[config.mk]
export PLATFORM = sky130hd
export DESIGN_NAME = temp_status_alarm_logic
export DESIGN_NICKNAME = d
export VERILOG_FILES = /design/src/inc/temp_alarm_pkg.sv /design/src/hdl/alarm_hyst_cell.sv /design/src/hdl/temp_status_alarm_logic.sv
export SDC_FILE = /design/constraint.sdc
export NUM_CORES = 1
export LEC_CHECK = 0
export BUFFER_PORTS_ARGS = -buffer_cell sky130_fd_sc_hd__buf_2
export CORE_MARGIN = 1.5
export CORE_UTILIZATION = 50
export DETAILED_ROUTE_END_ITERATION = 8
export HOLD_SLACK_MARGIN = 0.08
export PLACE_DENSITY = 0.83
export SYNTH_ARGS = -nofsm -noshare
export SYNTH_HDL_FRONTEND = slang
export SYNTH_SLANG_ARGS = --single-unit
[constraint.sdc]
create_clock -name clk_i -period 7.49 [get_ports clk_i]
set_input_delay 1.8725 -clock clk_i [delete_from_list [all_inputs] [get_ports clk_i]]
set_output_delay 1.8725 -clock clk_i [all_outputs]
set_load 0.02 [all_outputs]
[src/inc/temp_alarm_pkg.sv]
// Constants, field layouts and carrier types for the temperature status and alarm logic.
// Assumes a 100 MHz core clock and a command-byte register port from the serial bus slave.
package temp_alarm_pkg;

   // Clock and power-up timing
   localparam int CLK_PERIOD_NS = 10;
   localparam int POWERUP_MS = 30;
   localparam int POWERUP_CYCLES = (POWERUP_MS * 1000000) / CLK_PERIOD_NS;

   // Channel layout
   localparam int TEMP_W = 8;
   localparam int NUM_CH = 3;
   localparam int CH_LOCAL = 0;
   localparam int CH_REMOTE_A = 1;
   localparam int CH_REMOTE_B = 2;

   // Command bytes
   localparam logic [7:0] ADDR_COMMON_STATUS = 8'h02;
   localparam logic [7:0] ADDR_CONFIG = 8'h03;
   localparam logic [7:0] ADDR_CHAN_ENABLE = 8'h05;
   localparam logic [7:0] ADDR_DIODE_FAULT = 8'h07;
   localparam logic [7:0] ADDR_FIRST_ALARM = 8'h08;
   localparam logic [7:0] ADDR_SECOND_ALARM = 8'h09;
   localparam logic [7:0] ADDR_FIRST_MASK = 8'h0c;
   localparam logic [7:0] ADDR_SECOND_MASK = 8'h0d;
   localparam logic [7:0] ADDR_TRIGGER = 8'h0f;

   // Field positions
   localparam int CS_BUSY_BIT = 7;
   localparam int CS_NR_BIT = 6;
   localparam int CS_SUM4_BIT = 3;
   localparam int CS_SUM3_BIT = 2;
   localparam int CS_SUM2_BIT = 1;
   localparam int CS_SUM1_BIT = 0;
   localparam int CFG_STANDBY_BIT = 6;
   localparam int FLT_A_SHORT_BIT = 0;
   localparam int FLT_A_OPEN_BIT = 1;
   localparam int FLT_B_SHORT_BIT = 2;
   localparam int FLT_B_OPEN_BIT = 3;

   // Reset values
   localparam logic [7:0] COMMON_STATUS_RST = 8'h00;
   localparam logic [7:0] CONFIG_RST = 8'h00;
   localparam logic [7:0] CHAN_ENABLE_RST = 8'h1f;
   localparam logic [7:0] FIRST_MASK_RST = 8'h01;
   localparam logic [7:0] SECOND_MASK_RST = 8'h00;

   // Readout substituted while a diode fault is present
   localparam logic [7:0] FAULT_SIGNED_VAL = 8'h80;
   localparam logic [7:0] FAULT_UNSIGNED_VAL = 8'h00;

   typedef logic signed [TEMP_W-1:0] temp_t;

   // Limits and shared hysteresis from the limit registers
   typedef struct packed {
      temp_t local_crit;
      temp_t ra_first;
      temp_t rb_first;
      temp_t ra_second;
      temp_t rb_second;
      logic [TEMP_W-1:0] hyst;
   } limit_cfg_t;

   // Diode input comparator levels of one remote channel
   typedef struct packed {
      logic to_gnd;
      logic to_neg;
      logic to_vdd;
      logic floating;
   } diode_sense_t;

   typedef enum logic [1:0] {SEQ_IDLE, SEQ_PICK, SEQ_REQ, SEQ_WAIT} seq_state_t;

endpackage

[src/hdl/alarm_hyst_cell.sv]
// One alarm status flag with shared hysteresis.
// Assumes upd_i is a one-cycle pulse at the end of the channel's conversion.
`timescale 1ns/1ps
module alarm_hyst_cell
   import temp_alarm_pkg::*;
#(
   parameter int W = TEMP_W
) (
   // Clock and reset
   input wire logic clk_i,
   input wire logic rstn_i,
   // Comparison inputs
   input wire logic upd_i,
   input wire logic signed [W-1:0] reading_i,
   input wire logic signed [W-1:0] limit_i,
   input wire logic [W-1:0] hyst_i,
   // Flag
   output logic flag_o
);

   // Two guard bits so limit minus hysteresis cannot wrap
   wire logic signed [W+1:0] rd_x = {{2{reading_i[W-1]}}, reading_i};
   wire logic signed [W+1:0] lim_x = {{2{limit_i[W-1]}}, limit_i};
   wire logic signed [W+1:0] hy_x = {2'b00, hyst_i};
   wire logic signed [W+1:0] clr_thr = lim_x - hy_x;
   wire logic set_c = (rd_x >= lim_x);
   wire logic clr_c = (rd_x < clr_thr);

   always_ff @(posedge clk_i or negedge rstn_i) begin
      if (!rstn_i) begin
         flag_o <= 1'b0;
      end else if (upd_i) begin
         if (set_c) begin
            flag_o <= 1'b1;
         end else if (clr_c) begin
            flag_o <= 1'b0;
         end
      end
   end

   property p_flag_set;
      @(posedge clk_i) disable iff (!rstn_i) (upd_i && set_c) |=> flag_o;
   endproperty
   a_flag_set: assert property (p_flag_set) else $error("flag not set at limit");

   property p_flag_band;
      @(posedge clk_i) disable iff (!rstn_i)
         (upd_i && !set_c && !clr_c) |=> (flag_o == $past(flag_o));
   endproperty
   a_flag_band: assert property (p_flag_band) else $error("flag moved in band");

   property p_flag_clear;
      @(posedge clk_i) disable iff (!rstn_i) (upd_i && clr_c) |=> !flag_o;
   endproperty
   a_flag_clear: assert property (p_flag_clear) else $error("flag not cleared");

endmodule

[src/hdl/temp_status_alarm_logic.sv]
// Status, trigger and alarm logic of a three channel temperature monitor.
// Assumes a command-byte register port from the serial slave on the same clock,
// a converter that answers each request with one conv_done_i pulse, and
// asynchronous diode comparator levels from the analog front end.
`timescale 1ns/1ps
module temp_status_alarm_logic
   import temp_alarm_pkg::*;
#(
   parameter int POWERUP_LEN = POWERUP_CYCLES
) (
   // Clock and reset
   input wire logic clk_i,
   input wire logic rstn_i,
   // Register port from the serial slave
   input wire logic reg_wr_i,
   input wire logic reg_rd_i,
   input wire logic [7:0] reg_addr_i,
   input wire logic [7:0] reg_wdata_i,
   output logic [7:0] reg_rdata_o,
   output logic reg_rvalid_o,
   // Converter handshake
   output logic conv_req_o,
   output logic [1:0] conv_chan_o,
   input wire logic conv_done_i,
   input wire temp_t conv_temp_i,
   // Limits and analog diode levels
   input wire limit_cfg_t limits_i,
   input wire diode_sense_t [1:0] diode_sense_i,
   // Readouts and alarm pins
   output logic [NUM_CH-1:0][TEMP_W-1:0] temp_signed_o,
   output logic [NUM_CH-1:0][TEMP_W-1:0] temp_unsigned_o,
   output logic first_alarm_output_n_o,
   output logic second_alarm_output_n_o
);

   localparam int PU_W = $clog2(POWERUP_LEN + 1);
   localparam logic [PU_W-1:0] PU_LAST = PU_W'(POWERUP_LEN - 1);

   // Lowest enabled channel at or above a start index; MSB flags a hit
   function automatic logic [2:0] next_chan(input logic [2:0] en, input logic [1:0] from);
      logic [2:0] res;
      res = 3'b000;
      for (int i = NUM_CH - 1; i >= 0; i--) begin
         if (en[i] && (i >= int'(from))) begin
            res = {1'b1, 2'(i)};
         end
      end
      return res;
   endfunction

   // Limit of one alarm flag; local shares one critical limit
   function automatic temp_t lim_of(input limit_cfg_t c, input int a, input int ch);
      temp_t l;
      l = c.local_crit;
      if (ch == CH_REMOTE_A) begin
         l = (a == 0) ? c.ra_first : c.ra_second;
      end else if (ch == CH_REMOTE_B) begin
         l = (a == 0) ? c.rb_first : c.rb_second;
      end
      return l;
   endfunction

   // Reset release through two flops
   logic rst_m_r;
   logic rstn_s;
   always_ff @(posedge clk_i or negedge rstn_i) begin
      if (!rstn_i) begin
         rst_m_r <= 1'b0;
         rstn_s <= 1'b0;
      end else begin
         rst_m_r <= 1'b1;
         rstn_s <= rst_m_r;
      end
   end

   // Diode levels are analog comparator outputs, so synchronise them
   diode_sense_t [1:0] sense_m_r;
   diode_sense_t [1:0] sense_s_r;
   always_ff @(posedge clk_i or negedge rstn_s) begin
      if (!rstn_s) begin
         sense_m_r <= '0;
         sense_s_r <= '0;
      end else begin
         sense_m_r <= diode_sense_i;
         sense_s_r <= sense_m_r;
      end
   end

   // Control registers
   logic standby_r;
   logic [2:0] chan_en_r;
   logic [2:0] mask1_r;
   logic [2:0] mask2_r;
   wire logic wr_cfg = reg_wr_i && (reg_addr_i == ADDR_CONFIG);
   wire logic wr_en = reg_wr_i && (reg_addr_i == ADDR_CHAN_ENABLE);
   wire logic wr_m1 = reg_wr_i && (reg_addr_i == ADDR_FIRST_MASK);
   wire logic wr_m2 = reg_wr_i && (reg_addr_i == ADDR_SECOND_MASK);
   // data of a trigger write is never stored
   wire logic wr_trig = reg_wr_i && (reg_addr_i == ADDR_TRIGGER);

   // standby bit and other writable controls
   always_ff @(posedge clk_i or negedge rstn_s) begin
      if (!rstn_s) begin
         standby_r <= CONFIG_RST[CFG_STANDBY_BIT];
         chan_en_r <= CHAN_ENABLE_RST[2:0];
         mask1_r <= FIRST_MASK_RST[2:0];
         mask2_r <= SECOND_MASK_RST[2:0];
      end else begin
         if (wr_cfg) standby_r <= reg_wdata_i[CFG_STANDBY_BIT];
         if (wr_en) chan_en_r <= reg_wdata_i[2:0];
         if (wr_m1) mask1_r <= reg_wdata_i[2:0];
         if (wr_m2) mask2_r <= reg_wdata_i[2:0];
      end
   end

   // power-up not-ready window; the flag rises on the first edge after release
   logic nr_r;
   logic pu_done_r;
   logic [PU_W-1:0] pu_cnt_r;
   always_ff @(posedge clk_i or negedge rstn_s) begin
      if (!rstn_s) begin
         nr_r <= 1'b0;
         pu_done_r <= 1'b0;
         pu_cnt_r <= '0;
      end else if (!pu_done_r) begin
         nr_r <= (pu_cnt_r != PU_LAST);
         pu_done_r <= (pu_cnt_r == PU_LAST);
         pu_cnt_r <= pu_cnt_r + 1'b1;
      end
   end

   // Conversion sequencer
   seq_state_t state_r;
   logic [1:0] chan_r;
   logic shot_pend_r;
   logic conv_req_r;
   wire logic [2:0] pick = next_chan(chan_en_r, chan_r);
   wire logic busy = (state_r != SEQ_IDLE);
   wire logic start_pass = (state_r == SEQ_IDLE) && pu_done_r && (!standby_r || shot_pend_r);
   wire logic conv_end = (state_r == SEQ_WAIT) && conv_done_i;

   // a trigger only counts in standby; the set wins over the pass start
   always_ff @(posedge clk_i or negedge rstn_s) begin
      if (!rstn_s) begin
         shot_pend_r <= 1'b0;
      end else if (wr_trig && standby_r) begin
         shot_pend_r <= 1'b1;
      end else if (start_pass || !standby_r) begin
         shot_pend_r <= 1'b0;
      end
   end

   // one pass visits each enabled channel once, lowest index first
   always_ff @(posedge clk_i or negedge rstn_s) begin
      if (!rstn_s) begin
         state_r <= SEQ_IDLE;
         chan_r <= 2'h0;
         conv_req_r <= 1'b0;
      end else begin
         conv_req_r <= 1'b0;
         case (state_r)
            SEQ_IDLE: begin
               if (start_pass) begin
                  chan_r <= 2'h0;
                  state_r <= SEQ_PICK;
               end
            end
            SEQ_PICK: begin
               if (pick[2]) begin
                  chan_r <= pick[1:0];
                  conv_req_r <= 1'b1;
                  state_r <= SEQ_REQ;
               end else begin
                  state_r <= SEQ_IDLE;
               end
            end
            SEQ_REQ: begin
               state_r <= SEQ_WAIT;
            end
            SEQ_WAIT: begin
               if (conv_done_i) begin
                  chan_r <= chan_r + 2'h1;
                  state_r <= SEQ_PICK;
               end
            end
            default: begin
               state_r <= SEQ_IDLE;
            end
         endcase
      end
   end

   // fault classes from the synchronised diode levels
   wire logic [1:0] short_now = {sense_s_r[1].to_gnd | sense_s_r[1].to_neg,
                                 sense_s_r[0].to_gnd | sense_s_r[0].to_neg};
   wire logic [1:0] open_now = {sense_s_r[1].to_vdd | sense_s_r[1].floating,
                                sense_s_r[0].to_vdd | sense_s_r[0].floating};
   wire logic [1:0] rem_idx = chan_r - 2'h1;
   wire logic cur_fault = (chan_r != 2'h0) && (short_now[rem_idx[0]] | open_now[rem_idx[0]]);
   // faulted remote reports the floor of each format
   wire temp_t rep_signed = cur_fault ? temp_t'(FAULT_SIGNED_VAL) : conv_temp_i;
   wire logic [7:0] rep_unsigned = (cur_fault || conv_temp_i[TEMP_W-1]) ?
                                   FAULT_UNSIGNED_VAL : conv_temp_i;
   wire logic [NUM_CH-1:0] upd = {NUM_CH{conv_end}} & (3'b001 << chan_r);

   // fault bits and readouts refresh at each channel's conversion end
   logic [3:0] fault_r;
   logic [NUM_CH-1:0][TEMP_W-1:0] tsig_r;
   logic [NUM_CH-1:0][TEMP_W-1:0] tuns_r;
   always_ff @(posedge clk_i or negedge rstn_s) begin
      if (!rstn_s) begin
         fault_r <= 4'h0;
         tsig_r <= '0;
         tuns_r <= '0;
      end else if (conv_end) begin
         tsig_r[chan_r] <= rep_signed;
         tuns_r[chan_r] <= rep_unsigned;
         if (upd[CH_REMOTE_A]) begin
            fault_r[FLT_A_SHORT_BIT] <= short_now[0];
            fault_r[FLT_A_OPEN_BIT] <= open_now[0];
         end
         if (upd[CH_REMOTE_B]) begin
            fault_r[FLT_B_SHORT_BIT] <= short_now[1];
            fault_r[FLT_B_OPEN_BIT] <= open_now[1];
         end
      end
   end

   // alarm flags, one cell per alarm and channel
   logic [1:0][NUM_CH-1:0] alarm_flag;
   for (genvar a = 0; a < 2; a++) begin : g_alarm
      for (genvar c = 0; c < NUM_CH; c++) begin : g_chan
         alarm_hyst_cell #(.W(TEMP_W)) u_cell (
            .clk_i(clk_i),
            .rstn_i(rstn_s),
            .upd_i(upd[c]),
            .reading_i(rep_signed),
            .limit_i(lim_of(limits_i, a, c)),
            .hyst_i(limits_i.hyst),
            .flag_o(alarm_flag[a][c])
         );
      end
   end

   wire logic first_act = |(alarm_flag[0] & ~mask1_r);
   wire logic second_act = |(alarm_flag[1] & ~mask2_r);

   // read selection; unmapped and write-only commands read zero
   wire logic [7:0] common_status = {busy, nr_r, 2'b00, 1'b0, |alarm_flag[1],
                                     |alarm_flag[0], |fault_r};
   wire logic [7:0] rd_value =
      (reg_addr_i == ADDR_COMMON_STATUS) ? common_status :
      (reg_addr_i == ADDR_CONFIG) ? {1'b0, standby_r, 6'h00} :
      (reg_addr_i == ADDR_CHAN_ENABLE) ? {5'h00, chan_en_r} :
      (reg_addr_i == ADDR_DIODE_FAULT) ? {4'h0, fault_r} :
      (reg_addr_i == ADDR_FIRST_ALARM) ? {5'h00, alarm_flag[0]} :
      (reg_addr_i == ADDR_SECOND_ALARM) ? {5'h00, alarm_flag[1]} :
      (reg_addr_i == ADDR_FIRST_MASK) ? {5'h00, mask1_r} :
      (reg_addr_i == ADDR_SECOND_MASK) ? {5'h00, mask2_r} : 8'h00;

   // Registered outputs; the pins lag the flags by one cycle
   logic [7:0] rdata_r;
   logic rvalid_r;
   logic alarm1_n_r;
   logic alarm2_n_r;
   always_ff @(posedge clk_i or negedge rstn_s) begin
      if (!rstn_s) begin
         rdata_r <= COMMON_STATUS_RST;
         rvalid_r <= 1'b0;
         alarm1_n_r <= 1'b1;
         alarm2_n_r <= 1'b1;
      end else begin
         rvalid_r <= reg_rd_i;
         if (reg_rd_i) rdata_r <= rd_value;
         alarm1_n_r <= ~first_act;
         alarm2_n_r <= ~second_act;
      end
   end

   assign reg_rdata_o = rdata_r;
   assign reg_rvalid_o = rvalid_r;
   assign conv_req_o = conv_req_r;
   assign conv_chan_o = chan_r;
   assign temp_signed_o = tsig_r;
   assign temp_unsigned_o = tuns_r;
   assign first_alarm_output_n_o = alarm1_n_r;
   assign second_alarm_output_n_o = alarm2_n_r;

   property p_pend_cause;
      @(posedge clk_i) disable iff (!rstn_s) $rose(shot_pend_r) |-> $past(wr_trig && standby_r);
   endproperty
   a_pend_cause: assert property (p_pend_cause) else $error("trigger pending without cause");

   property p_trig_reads_zero;
      @(posedge clk_i) disable iff (!rstn_s)
         (reg_rd_i && reg_addr_i == ADDR_TRIGGER) |=> (reg_rvalid_o && reg_rdata_o == 8'h00);
   endproperty
   a_trig_reads_zero: assert property (p_trig_reads_zero) else $error("trigger read nonzero");

   property p_busy_bit;
      @(posedge clk_i) disable iff (!rstn_s)
         (reg_rd_i && reg_addr_i == ADDR_COMMON_STATUS && state_r != SEQ_IDLE)
         |=> reg_rdata_o[CS_BUSY_BIT];
   endproperty
   a_busy_bit: assert property (p_busy_bit) else $error("busy bit low while converting");

   property p_nr_len;
      @(posedge clk_i) disable iff (!rstn_s) $fell(nr_r) |-> ($past(pu_cnt_r) == PU_LAST);
   endproperty
   a_nr_len: assert property (p_nr_len) else $error("not-ready ended early");

   property p_summary;
      @(posedge clk_i) disable iff (!rstn_s)
         (reg_rd_i && reg_addr_i == ADDR_COMMON_STATUS) |=>
         (reg_rdata_o[5:0] == {3'b000, |$past(alarm_flag[1]), |$past(alarm_flag[0]),
                               |$past(fault_r)});
   endproperty
   a_summary: assert property (p_summary) else $error("summary bits wrong");

   property p_short_a;
      @(posedge clk_i) disable iff (!rstn_s)
         upd[CH_REMOTE_A] |=> (fault_r[FLT_A_SHORT_BIT] == $past(short_now[0]));
   endproperty
   a_short_a: assert property (p_short_a) else $error("remote A short not captured");

   property p_fault_readout;
      @(posedge clk_i) disable iff (!rstn_s)
         (fault_r[FLT_B_SHORT_BIT] || fault_r[FLT_B_OPEN_BIT]) |->
         (temp_signed_o[CH_REMOTE_B] == FAULT_SIGNED_VAL &&
          temp_unsigned_o[CH_REMOTE_B] == FAULT_UNSIGNED_VAL);
   endproperty
   a_fault_readout: assert property (p_fault_readout) else $error("faulted readout wrong");

   property p_first_pin;
      @(posedge clk_i) disable iff (!rstn_s)
         (|(alarm_flag[0] & ~mask1_r)) [*2] |-> !first_alarm_output_n_o;
   endproperty
   a_first_pin: assert property (p_first_pin) else $error("first alarm pin inactive");

   property p_second_pin;
      @(posedge clk_i) disable iff (!rstn_s)
         (!second_act) [*2] |-> second_alarm_output_n_o;
   endproperty
   a_second_pin: assert property (p_second_pin) else $error("second alarm pin stuck");

   property p_req_enabled;
      @(posedge clk_i) disable iff (!rstn_s) conv_req_o |-> chan_en_r[conv_chan_o];
   endproperty
   a_req_enabled: assert property (p_req_enabled) else $error("disabled channel converted");

   c_shot_pass: cover property (@(posedge clk_i) disable iff (!rstn_s)
      (wr_trig && standby_r && !busy) ##[1:4] conv_req_o);
   c_first_alarm: cover property (@(posedge clk_i) disable iff (!rstn_s)
      $fell(first_alarm_output_n_o));
   c_fault: cover property (@(posedge clk_i) disable iff (!rstn_s) $rose(|fault_r));
   c_nr_done: cover property (@(posedge clk_i) disable iff (!rstn_s) $fell(nr_r));

endmodule

==> flow_summary.json <==
{
  "status": "completed",
  "drc_errors": 0,
  "clkLatencyLatePin_ns": 0.41,
  "end_kind": "flip-flop",
  "synth_area_mm2": 0.00906,
  "synth_ff_type": "dfrtp_1",
  "path_clk_slew_ns": 0.06,
  "fmax_mhz": 226,
  "drive_above_1_share": 0.180,
  "hold_buffers": 0,
  "avgSynthCellArea_um2": 9.19,
  "io_pins": 147,
  "gr-total-overflow": 0,
  "setup_violations": 0,
  "min_path_type": "flip-flop to asynchronous set/reset pin",
  "skew_ns": 0.00836,
  "postRouteAntennaNets": 0,
  "fillers": 1517,
  "wl_per_cell_um": 16.4,
  "postRouteWirelength_mm": 22.5,
  "grt_pass1_vias": 7452,
  "core_mm2": 0.0178,
  "relSlewSlack": 0.312,
  "drv_slew": 0,
  "ir_worst_vdd_mv": 0.211,
  "fin_nets": 1359,
  "hpwlAfterDp_mm": 17.1,
  "hold_viol_final": 0,
  "antenna_cells": 0,
  "dieWidth_um": 138,
  "vias": 7644,
  "cts_sinks": 124,
  "dr.pass1.iters": 5,
  "antenna_found_initial": 0,
  "crit_fanout": 10,
  "finalWorstSetupSlack_ns": 3.06,
  "start_util": 0.508,
  "syn2layout_area_growth_pct": 16.5,
  "period_needed_ns": 4.43,
  "async_flop_share": 1.00,
  "post_cts_buffers": 0,
  "final_cell_mix": "ha_1 (140), buf_2 (140), dfrtp_1 (117)",
  "crit_chain": "buf_2 > inv_1 > ha_1 > nor2b_1 > o21a_1 > o21a_1 > mux2i_1 > o2111a_1 > ha_1 > a21oi_1 > o21ai_0 > o2111a_1 > a211o_1",
  "track_usage": 0.244,
  "final.setup.tns_ns": 0,
  "power_mw": 1.79,
  "grt_first_pass_wirelength_mm": 35.7,
  "yosysUniqueCellTypes": 65,
  "cts_tree": "yes",
  "die_h_um": 138,
  "ys_seq_area_frac": 0.343,
  "p_leak_nw": 5.32,
  "fin_hold_ws_ns": 0.309,
  "dp_slack_ns": 2.64,
  "portBuffers": 140,
  "cap_violations": 0,
  "synthCells": 986,
  "crit_type": "input port to flip-flop",
  "crit_arrival_ns": 4.72,
  "slowest_delay_ns": 0.41,
  "cts_made_buffers": 17,
  "period_share": 0.591,
  "die_area_mm2": 0.0189,
  "rsz0062_at_grt": "false",
  "grt_max_degree": 86,
  "cts_resized": 0,
  "worstSetupStartpointType": "input port",
  "gp_congestion": 0.928,
  "synth_seq_cells": 124,
  "drtIter0Drc": 372,
  "h-tree-depth": 4,
  "crit_path_top_delay_cell": "inv_1",
  "cts_buffer_depth": 2,
  "powerDensity_mw_per_mm2": 169,
  "root_buffer": "clkbuf_16",
  "yosysWarnings": 0,
  "rows": 49,
  "required_ns": 7.78,
  "tightest_slew_ns": 1.03,
  "r2r_cells": 12,
  "synth-edff-count": 0,
  "via_per_inst": 5.58
}
synthesized netlist by cell type (6+ instances only):
master	instances	area, um^2
nand2_1	101	379
mux2i_1	6	60.1
xor2_1	8	70.1
mux2_2	10	113
nand4_1	8	50.1
a31oi_1	6	37.5
a21o_1	9	67.6
and4_1	6	52.6
a21oi_1	49	245
dfrtp_1	118	2950
dfstp_2	6	158
xnor2_1	33	289
o21a_1	15	113
nor2_1	47	176
nor2b_1	17	106
nand2b_1	31	194
nand3_1	27	135
o21ai_0	97	485
clkbuf_1	16	60.1
inv_1	97	364
o31ai_1	7	52.6
ha_1	140	1750
nor3_1	12	60.1
a211oi_1	10	75.1
o211ai_1	13	97.6
power breakdown:
group	internal, mW	switching [mW]
logic	0.141	0.182
clock network	0.465	0.306
registers	0.682	0.00999
total	1.29	0.498
layer usage:
layer | vias up | GRT usage | share of wire
met4 | 0 | 0.0918 | 0.024
met5 | - | 0 | 0
met1 | 3619 | 0.311 | 0.44
li1 | 3780 | - | -
met2 | 201 | 0.413 | 0.49
met3 | 44 | 0.0427 | 0.055
stage by stage:
stage | utilization | instance area, um^2 | cells
2_1_floorplan | - | 9060 | 987
3_3_place_gp | 0.560 | 9990 | 1339
3_5_place_dp | 0.560 | 9990 | 1339
4_1_cts | 0.591 | 10600 | 1371
5_1_grt | 0.591 | 10600 | 1371
6_report | 0.591 | 10600 | 1371
path summary, 6_finish.rpt:
kind                       slack (ns)            from                            endpoint
max                              3.06     limits_i[1]  g_alarm[0].g_chan[1].u_cell.flag_o
min                              0.31          rstn_s                        sense_s_r[4]
max reg2reg                      3.30  conv_chan_o[0]  g_alarm[0].g_chan[0].u_cell.flag_o
min reg2reg                      0.31          rstn_s                        sense_s_r[4]
max in group asynchronous        5.76          rstn_s                  temp_unsigned_o[0]
min in group clk_i               0.35    sense_m_r[2]                        sense_s_r[2]
critical path, delay by kind of cell:
kind,cells,cell delay [ns]
AOI/OAI and AO/OA,7,1.46
adders and majority gates,2,0.58
buffers and inverters,2,0.51
muxes,1,0.16
and+or+nand+nor,1,0.14
final cells by class:
| class | count | area (um^2) | area share |
|---|---|---|---|
| Clock buffer | 19 | 443 | 0.0420 |
| Clock inverter | 13 | 119 | 0.0113 |
| Multi-Input combinational cell | 745 | 5490 | 0.521 |
| Sequential cell | 124 | 3110 | 0.295 |
| Timing Repair Buffer | 144 | 731 | 0.0693 |
| Inverter | 97 | 364 | 0.0345 |
| Tap cell | 229 | 287 | 0.0272 |
sequential cells by signal, summed over array words and instances, names as in the netlist:
name and count:
pu_done_r 1, mask1_r 3, g_alarm.g_chan.u_cell.flag_o 5, standby_r 1, reg_rvalid_o 1, nr_r 1
sense_m_r 8, conv_chan_o 2, rst_m_r 1, shot_pend_r 1, fault_r 4, first_alarm_output_n_o 1
reg_rdata_o 6, mask2_r 3, conv_req_o 1, state_r 2, rstn_s 1, pu_cnt_r 22
sense_s_r 8, temp_unsigned_o 24, temp_signed_o 24, second_alarm_output_n_o 1, chan_en_r 3
cells by family after synthesis:
logic type	after synthesis	share of synthesized area
AOI/OAI and AO/OA	247	0.172
xor gates and xnor gates	41	0.0396
muxes	17	0.0216
other	2	0.000829
adders and majority gates	145	0.204
DFF	124	0.343
buffers and inverters	118	0.0504
and+or+nand+nor	292	0.168
(Power assumes the default switching activity.)
